File: src/pkg/mbx_pkg.sv
// constants shared by the mailbox port and its queue
// assumes one clock; offsets decoded on the low address nibble
package mbx_pkg;

	// response codes, same on write and read channels
	localparam logic [1:0] MBX_RESP_OKAY   = 2'h0;
	localparam logic [1:0] MBX_RESP_SLVERR = 2'h2;
	localparam logic [1:0] MBX_RESP_DECERR = 2'h3;

	// register offsets on the low nibble of the byte address
	localparam int         MBX_OFF_W       = 4;
	localparam logic [3:0] MBX_OFF_TXDATA  = 4'h0;
	localparam logic [3:0] MBX_OFF_TXLAST  = 4'h4;
	localparam logic [3:0] MBX_OFF_RXDATA  = 4'h8;
	localparam logic [3:0] MBX_OFF_STATUS  = 4'hc;

	// status word bit positions
	localparam int MBX_ST_RXEMPTY = 0;
	localparam int MBX_ST_TXFULL  = 1;
	localparam int MBX_ST_RXLAST  = 2;

	// values after reset
	localparam logic MBX_ARREADY_RST = 1'h1;
	localparam logic MBX_WREADY_RST  = 1'h0;
	localparam logic MBX_BVALID_RST  = 1'h0;
	localparam logic MBX_RVALID_RST  = 1'h0;
	localparam logic MBX_TREADY_RST  = 1'h0;
	localparam logic MBX_TVALID_RST  = 1'h0;

	// default queue depth
	localparam int MBX_DEPTH_DEF = 16;

	typedef enum logic [2:0] {
		MBX_W_IDLE = 3'h1,
		MBX_W_ACC  = 3'h2,
		MBX_W_RESP = 3'h4
	} mbx_wr_e;

	typedef enum logic [2:0] {
		MBX_R_ADDR = 3'h1,
		MBX_R_DATA = 3'h2,
		MBX_R_RESP = 3'h4
	} mbx_rd_e;

endpackage

File: src/rtl/mbx_queue.sv
// one direction of the mailbox queue with a registered head word
// assumes DEPTH is a power of two and both sides share the clock
`timescale 1ns/1ps
`default_nettype none
module mbx_queue
	import mbx_pkg::*;
#(
	parameter int W     = 33,
	parameter int DEPTH = MBX_DEPTH_DEF
) (
	// clock, enable, reset
	input  wire logic         clk_sys_i,
	input  wire logic         ce_i,
	input  wire logic         srst_i,
	// fill side
	input  wire logic         in_valid_i,
	input  wire logic [W-1:0] in_data_i,
	output logic              in_ready_o,
	// drain side
	input  wire logic         out_ready_i,
	output logic              out_valid_o,
	output logic [W-1:0]      out_data_o
);
	localparam int AW = (DEPTH > 1) ? $clog2(DEPTH) : 1;
	localparam logic [AW:0] CNT_FULL = (AW+1)'(DEPTH);

	typedef struct packed {
		logic [DEPTH-1:0][W-1:0] mem;
		logic [AW-1:0]           wr;
		logic [AW-1:0]           rd;
		logic [AW:0]             cnt;
		logic                    hv;
		logic [W-1:0]            hd;
		logic                    in_ready;
	} mbx_q_s;

	mbx_q_s r_r;
	mbx_q_s r_nxt;
	logic   push;
	logic   load;

	always_comb begin
		r_nxt = r_r;
		push  = in_valid_i && r_r.in_ready;
		// refill the head whenever it is empty or being taken
		load  = (r_r.cnt != '0) && (!r_r.hv || out_ready_i);
		if (r_r.hv && out_ready_i) begin
			r_nxt.hv = 1'b0;
		end
		if (load) begin
			r_nxt.hd = r_r.mem[r_r.rd];
			r_nxt.hv = 1'b1;
			r_nxt.rd = r_r.rd + 1'b1;
		end
		if (push) begin
			r_nxt.mem[r_r.wr] = in_data_i;
			r_nxt.wr = r_r.wr + 1'b1;
		end
		if (push && !load) begin
			r_nxt.cnt = r_r.cnt + 1'b1;
		end else if (!push && load) begin
			r_nxt.cnt = r_r.cnt - 1'b1;
		end
		r_nxt.in_ready = (r_nxt.cnt != CNT_FULL);
	end

	always_ff @(posedge clk_sys_i) begin
		if (srst_i) begin
			r_r          <= '0;
			r_r.in_ready <= MBX_TREADY_RST;
			r_r.hv       <= MBX_TVALID_RST;
		end else if (ce_i) begin
			r_r <= r_nxt;
		end
	end

	assign in_ready_o  = r_r.in_ready;
	assign out_valid_o = r_r.hv;
	assign out_data_o  = r_r.hd;

endmodule
`default_nettype wire

File: src/rtl/mbx_axi_port.sv
// mailbox with a register-mapped bus port and two stream ports
// assumes both stream clocks are the bus clock; far side is logic
// What this block does
// - write byte strobes are ignored; every write replaces the whole word
// - write response codes: 00 okay, 10 slave error, 11 decode error
// - read response uses the same three codes as the write response
// - write-data ready is low after reset, high only when data can be taken
// - write response valid low and code zero after reset until one exists
// - read-address ready is high straight after reset
// - read valid, data and code zero after reset until data is ready
// - inbound stream ready low after reset, high only when a word fits
// - stream valid means both data word and last flag are valid
// - the sender flags the final word of a transfer with last
// - outbound stream valid, last and data are zero until a word exists
// - the bus port reset input is active low
// - the mailbox runs on the bus port clock
`timescale 1ns/1ps
`default_nettype none
module mbx_axi_port
	import mbx_pkg::*;
#(
	parameter int ADDR_W = 32,
	parameter int DW     = 32,
	parameter int DEPTH  = MBX_DEPTH_DEF
) (
	// clock, enable, resets
	input  wire logic              clk_sys_i,
	input  wire logic              ce_i,
	input  wire logic              srst_i,
	input  wire logic              s_axi_aresetn_i,
	// bus write address
	input  wire logic [ADDR_W-1:0] s_axi_awaddr_i,
	input  wire logic              s_axi_awvalid_i,
	output logic                   s_axi_awready_o,
	// bus write data
	input  wire logic [DW-1:0]     s_axi_wdata_i,
	input  wire logic [DW/8-1:0]   s_axi_wstrb_i,
	input  wire logic              s_axi_wvalid_i,
	output logic                   s_axi_wready_o,
	// bus write response
	output logic [1:0]             s_axi_bresp_o,
	output logic                   s_axi_bvalid_o,
	input  wire logic              s_axi_bready_i,
	// bus read address
	input  wire logic [ADDR_W-1:0] s_axi_araddr_i,
	input  wire logic              s_axi_arvalid_i,
	output logic                   s_axi_arready_o,
	// bus read data
	output logic [DW-1:0]          s_axi_rdata_o,
	output logic [1:0]             s_axi_rresp_o,
	output logic                   s_axi_rvalid_o,
	input  wire logic              s_axi_rready_i,
	// inbound stream
	input  wire logic [DW-1:0]     s_axis_tdata_i,
	input  wire logic              s_axis_tlast_i,
	input  wire logic              s_axis_tvalid_i,
	output logic                   s_axis_tready_o,
	// outbound stream
	output logic [DW-1:0]          m_axis_tdata_o,
	output logic                   m_axis_tlast_o,
	output logic                   m_axis_tvalid_o,
	input  wire logic              m_axis_tready_i
);
	typedef struct packed {
		mbx_wr_e              wst;
		logic                 awready;
		logic                 wready;
		logic                 bvalid;
		logic [1:0]           bresp;
		mbx_rd_e              rst;
		logic                 arready;
		logic [MBX_OFF_W-1:0] raddr;
		logic                 rvalid;
		logic [DW-1:0]        rdata;
		logic [1:0]           rresp;
		logic                 rxlast;
	} mbx_port_s;

	mbx_port_s     r_r;
	mbx_port_s     r_nxt;
	logic          rst_all;
	logic [MBX_OFF_W-1:0] waddr;
	logic          tx_push;
	logic [DW:0]   tx_word;
	logic          tx_ready;
	logic          rx_pop;
	logic          rx_valid;
	logic [DW:0]   rx_word;
	logic [DW:0]   tx_head;
	logic          rx_ready;

	// either the system reset or the low-active bus reset clears all
	assign rst_all = srst_i || !s_axi_aresetn_i;
	assign waddr   = s_axi_awaddr_i[MBX_OFF_W-1:0];

	always_comb begin
		r_nxt   = r_r;
		tx_push = 1'b0;
		// full word always written, strobes not looked at
		tx_word = {1'b0, s_axi_wdata_i};
		rx_pop  = 1'b0;

		// write side: both address and data present, then take them
		case (r_r.wst)
			MBX_W_IDLE: begin
				if (s_axi_awvalid_i && s_axi_wvalid_i) begin
					r_nxt.awready = 1'b1;
					r_nxt.wready  = 1'b1;
					r_nxt.wst     = MBX_W_ACC;
				end
			end
			MBX_W_ACC: begin
				r_nxt.awready = 1'b0;
				r_nxt.wready  = 1'b0;
				if (waddr == MBX_OFF_TXDATA || waddr == MBX_OFF_TXLAST) begin
					tx_word[DW] = (waddr == MBX_OFF_TXLAST);
					if (tx_ready) begin
						tx_push = 1'b1;
						r_nxt.bresp = MBX_RESP_OKAY;
					end else begin
						r_nxt.bresp = MBX_RESP_SLVERR;
					end
				end else if (waddr == MBX_OFF_RXDATA ||
					     waddr == MBX_OFF_STATUS) begin
					r_nxt.bresp = MBX_RESP_SLVERR;
				end else begin
					r_nxt.bresp = MBX_RESP_DECERR;
				end
				r_nxt.bvalid = 1'b1;
				r_nxt.wst    = MBX_W_RESP;
			end
			MBX_W_RESP: begin
				// response stands until taken
				if (s_axi_bready_i) begin
					r_nxt.bvalid = 1'b0;
					r_nxt.bresp  = MBX_RESP_OKAY;
					r_nxt.wst    = MBX_W_IDLE;
				end
			end
			default: begin
				r_nxt.wst = MBX_W_IDLE;
			end
		endcase

		// read side: address taken while ready, rvalid raised two cycles later
		case (r_r.rst)
			MBX_R_ADDR: begin
				// address sampled on the handshake edge only
				if (s_axi_arvalid_i) begin
					r_nxt.raddr   = s_axi_araddr_i[MBX_OFF_W-1:0];
					r_nxt.arready = 1'b0;
					r_nxt.rst     = MBX_R_DATA;
				end
			end
			MBX_R_DATA: begin
				r_nxt.rdata = '0;
				if (r_r.raddr == MBX_OFF_RXDATA) begin
					if (rx_valid) begin
						rx_pop       = 1'b1;
						r_nxt.rdata  = rx_word[DW-1:0];
						r_nxt.rxlast = rx_word[DW];
						r_nxt.rresp  = MBX_RESP_OKAY;
					end else begin
						r_nxt.rresp  = MBX_RESP_SLVERR;
					end
				end else if (r_r.raddr == MBX_OFF_STATUS) begin
					r_nxt.rdata[MBX_ST_RXEMPTY] = !rx_valid;
					r_nxt.rdata[MBX_ST_TXFULL]  = !tx_ready;
					r_nxt.rdata[MBX_ST_RXLAST]  = r_r.rxlast;
					r_nxt.rresp = MBX_RESP_OKAY;
				end else if (r_r.raddr == MBX_OFF_TXDATA ||
					     r_r.raddr == MBX_OFF_TXLAST) begin
					r_nxt.rresp = MBX_RESP_SLVERR;
				end else begin
					r_nxt.rresp = MBX_RESP_DECERR;
				end
				r_nxt.rvalid = 1'b1;
				r_nxt.rst    = MBX_R_RESP;
			end
			MBX_R_RESP: begin
				if (s_axi_rready_i) begin
					r_nxt.rvalid  = 1'b0;
					r_nxt.rdata   = '0;
					r_nxt.rresp   = MBX_RESP_OKAY;
					r_nxt.arready = 1'b1;
					r_nxt.rst     = MBX_R_ADDR;
				end
			end
			default: begin
				r_nxt.rst = MBX_R_ADDR;
			end
		endcase
	end

	// whole mailbox on the bus port clock
	always_ff @(posedge clk_sys_i) begin
		if (rst_all) begin
			r_r         <= '0;
			r_r.wst     <= MBX_W_IDLE;
			r_r.wready  <= MBX_WREADY_RST;
			r_r.bvalid  <= MBX_BVALID_RST;
			r_r.bresp   <= MBX_RESP_OKAY;
			r_r.rst     <= MBX_R_ADDR;
			r_r.arready <= MBX_ARREADY_RST;
			r_r.rvalid  <= MBX_RVALID_RST;
		end else if (ce_i) begin
			r_r <= r_nxt;
		end
	end

	// bus to outbound stream; head held until the sink takes it
	mbx_queue #(
		.W     (DW + 1),
		.DEPTH (DEPTH)
	) u_tx (
		.clk_sys_i   (clk_sys_i),
		.ce_i        (ce_i),
		.srst_i      (rst_all),
		.in_valid_i  (tx_push),
		.in_data_i   (tx_word),
		.in_ready_o  (tx_ready),
		.out_ready_i (m_axis_tready_i),
		.out_valid_o (m_axis_tvalid_o),
		.out_data_o  (tx_head)
	);

	// inbound stream to bus; data and last captured as one word
	mbx_queue #(
		.W     (DW + 1),
		.DEPTH (DEPTH)
	) u_rx (
		.clk_sys_i   (clk_sys_i),
		.ce_i        (ce_i),
		.srst_i      (rst_all),
		.in_valid_i  (s_axis_tvalid_i),
		.in_data_i   ({s_axis_tlast_i, s_axis_tdata_i}),
		.in_ready_o  (rx_ready),
		.out_ready_i (rx_pop),
		.out_valid_o (rx_valid),
		.out_data_o  (rx_word)
	);

	assign s_axis_tready_o = rx_ready;
	assign m_axis_tdata_o  = tx_head[DW-1:0];
	assign m_axis_tlast_o  = tx_head[DW];
	assign s_axi_awready_o = r_r.awready;
	assign s_axi_wready_o  = r_r.wready;
	assign s_axi_bresp_o   = r_r.bresp;
	assign s_axi_bvalid_o  = r_r.bvalid;
	assign s_axi_arready_o = r_r.arready;
	assign s_axi_rdata_o   = r_r.rdata;
	assign s_axi_rresp_o   = r_r.rresp;
	assign s_axi_rvalid_o  = r_r.rvalid;

endmodule
`default_nettype wire

File: config.mk
export PLATFORM = sky130hd
export DESIGN_NAME = mbx_axi_port
export DESIGN_NICKNAME = d
export VERILOG_FILES = /design/src/pkg/mbx_pkg.sv /design/src/rtl/mbx_queue.sv /design/src/rtl/mbx_axi_port.sv
export SDC_FILE = /design/constraint.sdc
export NUM_CORES = 2
export LEC_CHECK = 0
export BUFFER_PORTS_ARGS = -buffer_cell sky130_fd_sc_hd__buf_2
export CAP_MARGIN = 20
export CORE_UTILIZATION = 45
export DETAILED_ROUTE_END_ITERATION = 10
export SLEW_MARGIN = 40
export SYNTH_ARGS = -nofsm -noshare
export SYNTH_HDL_FRONTEND = slang
export SYNTH_HIERARCHICAL = 1
export SYNTH_SLANG_ARGS = --single-unit
File: constraint.sdc
create_clock -name clk_sys_i -period 4 [get_ports clk_sys_i]
set_input_delay 1.2 -clock clk_sys_i [delete_from_list [all_inputs] [get_ports clk_sys_i]]
set_output_delay 1.2 -clock clk_sys_i [all_outputs]
set_load 0.1 [all_outputs]
==> impl_metrics.json <==
{
  "status": "finished, final reports clean",
  "max_freq_ghz": 0.2857,
  "grt_pass1_wl_um": 238700,
  "slowest_delay_ns": 0.84,
  "async_reset_ff_frac": 0,
  "totalWireLength_um": 157000,
  "ctsHoldBuffers": 0,
  "post-cts-setup-buffers": 0,
  "drt-initial-drc-count": 4100,
  "syn_nets": 6186,
  "numCtsBuffers": 132,
  "clock_path_buffers": 3,
  "grt_pass1_vias": 39826,
  "slew_viol_final": 0,
  "synthMuxAreaShare": 0.1425,
  "cts_root_buffer": "clkbuf_16",
  "finalWeightedCongestion": 0.7990,
  "port_buffers": 159,
  "h-tree-depth": 4,
  "grt_usage": 0.2649,
  "hold_ws_ns": 0.4435,
  "cap_violations": 0,
  "grt_max_degree": 193,
  "cp_data_arrival_time_ns": 4.18,
  "yosys_warnings": 6,
  "cp_cell_sequence": "nor2b_1 -> nand2_1 -> nor3_1 -> nand2b_1 -> nand3_2 -> or3_2 -> o22ai_1 -> a21o_1",
  "hold_viol_final": 0,
  "cp_max_fo": 25,
  "die_w_um": 339.8,
  "ys_top_cells_by_count": "nand2_1, dfxtp_1, a21oi_1, clkbuf_1, mux4_2",
  "synth_xor_area_frac": 0.002728,
  "critPathLaunchType": "flop",
  "drc_errors": 0,
  "core_area_um2": 112800,
  "synth_adder_area_share": 0.003410,
  "synth_top_flop_cell": "dfxtp_1",
  "ys_ff_latch": 1203,
  "dieArea_um2": 115500,
  "yosysSeqAreaShare": 0.4689,
  "vias_per_cell": 5.638,
  "vias": 41940,
  "relSlewSlack": 0.3688,
  "route.antenna.remaining_nets": 0,
  "wire_per_inst_um": 21.11,
  "synth_top_area_cell": "dfxtp_1",
  "hp-start": "u_tx/out_data_o[19]$_SDFFE_PP0P_",
  "path_clk_slew_ns": 0.06,
  "synthTopCellsByArea": "dfxtp_1, nand2_1, mux4_2",
  "synth_area_per_cell_um2": 8.521,
  "setup_tns_ns": 0,
  "min_period_ns": 3.500,
  "syn_inst": 6028,
  "dp_hpwl_um": 94490,
  "cp.required_ns": 4.68,
  "irDropWorstVdd_v": 0.0004001,
  "synth_area_um2": 51360,
  "p_leak_nw": 18.17,
  "cts_sinks": 1203,
  "ff2ff_setup_slack_ns": 0.50,
  "area_delta_synth_final_pct": 13.13,
  "setup_viol": 0,
  "r2r_cells": 8,
  "grt_remaining_overflow": 0,
  "core.rowCount": 123,
  "hold_path.class": "flop to flop",
  "drive_above_1_share": 0.1535,
  "worstSetupPathType": "flop to flop",
  "die_y_um": 339.8,
  "yosysTopAreaCellShare": 0.4689,
  "synth_edf_count": 0,
  "synth.most_common_cell": "nand2_1",
  "cts_resized": 0,
  "synth.distinct_cells": 55,
  "powerDensity_nw_per_um2": 429.2,
  "skew_ns": 0.02552,
  "worst_pin_slew_ns": 0.9467,
  "start_util": 0.4553,
  "synth_simple_gate_area_frac": 0.1833,
  "cts_tree": "built",
  "r2r_start": "u_rx/out_valid_o$_SDFFE_PP0P_",
  "fin_crit_sh": 0.8750,
  "rsz0062_at_grt": "false",
  "io-pin-count": 220,
  "cpMaxStageDelayCell": "or3_2",
  "synth_compound_area_frac": 0.1344,
  "hold-path-endpoint": "u_tx/out_data_o[19]$_SDFFE_PP0P_",
  "end_kind": "flop",
  "antenna_found_initial": 12,
  "r2r-end": "u_rx/out_data_o[4]$_SDFFE_PP0P_",
  "drt_pass1_iterations": 5,
  "synth_top_family_by_area": "simple AND/OR/NAND/NOR gates",
  "final_nets": 5997,
  "hold_depth": 1,
  "clk-insertion-delay-late_ns": 0.75
}
final cells by class:
type | instances | area, um^2
fillers | 10345 | 54700
well taps | 1500 | 1877
clock inverters | 36 | 441.7
diodes | 5 | 12.51
inverters | 15 | 63.81
clock buffers | 193 | 3980
multi-input cells | 4131 | 24340
flip-flops and latches | 1203 | 24110
repair buffers | 356 | 3286
cell families (layout without fill, tap and decap cells):
family | Yosys count | count (layout)
simple gates | 2397 | 2397
compound gates | 1303 | 1303
flops | 1203 | 1203
buf+inv | 694 | 600
mux | 401 | 401
xor+xnor | 16 | 16
fa+ha+maj | 14 | 14
other cells | 0 | 5
worst max-delay path, delay by kind of cell (launching register included):
kind / cells / cell delay (ns)
AND/OR/NAND/NOR: 6 / 2.12
AO/OA/AOI/OAI: 2 / 0.87
flip-flops: 1 / 0.41
worst max path at each step:
stage,from,endpoint,cells after the start
global placement,s_axi_awaddr_i[1],u_tx/r_r[471]$_SDFFE_PP0P_,12
detailed placement,s_axi_awaddr_i[1],u_tx/r_r[476]$_SDFFE_PP0P_,12
finish,u_rx/out_valid_o$_SDFFE_PP0P_,u_rx/out_data_o[4]$_SDFFE_PP0P_,8
global route,u_rx/out_valid_o$_SDFFE_PP0P_,u_rx/out_data_o[4]$_SDFFE_PP0P_,8
floorplan,s_axi_awaddr_i[1],u_tx/r_r[446]$_SDFFE_PP0P_,9
CTS,u_rx/out_valid_o$_SDFFE_PP0P_,u_rx/out_data_o[14]$_SDFFE_PP0P_,8
cell usage in the layout, fill, tap and decap left out, types with 69 or more instances in the layout:
| cell | instances |
|---|---|
| buf_4 | 116 |
| nand2_1 | 2204 |
| dfxtp_1 | 1197 |
| clkbuf_16 | 138 |
| buf_12 | 77 |
| buf_2 | 159 |
| o22ai_1 | 97 |
| a21o_1 | 69 |
| a21oi_1 | 1086 |
| mux2i_1 | 137 |
| mux4_2 | 264 |
report_power, final:
group / internal, mW / switching, mW
clock network: 7.36 / 5.04
logic: 0.0985 / 0.450
registers: 12.0 / 0.00821
state kept, by name, summed over array words and instances (netlist names), 2 cells and up:
signal and flops:
s_axi_rresp_o 2, s_axi_bresp_o 2, u_tx/out_data_o 33, u_rx/r_r 541, u_tx/r_r 541, r_r 11
u_rx/out_data_o 33, s_axi_rdata_o 32
through the flow:
step           setup slack, ns  instance area, um^2  power (mW)    util  cells
2_1_floorplan           0.7417                51360       12.63       -   6028
3_3_place_gp            0.1765                53590       12.79  0.4751   7202
3_5_place_dp            0.1554                53620       12.80  0.4753   7203
4_1_cts                 0.6133                58040       25.12  0.5145   7432
5_1_grt                 0.2848                58100       25.65  0.5150   7435
6_report                0.4998                58110       24.94  0.5151   7439
layer usage:
| metal | track usage | share of wire |
|---|---|---|
| met1 | 0.3771 | 0.44 |
| met2 | 0.4152 | 0.46 |
| met3 | 0.04088 | 0.074 |
| met4 | 0.07648 | 0.023 |
| met5 | 0 | 0.00034 |
(Power assumes the default switching activity.)
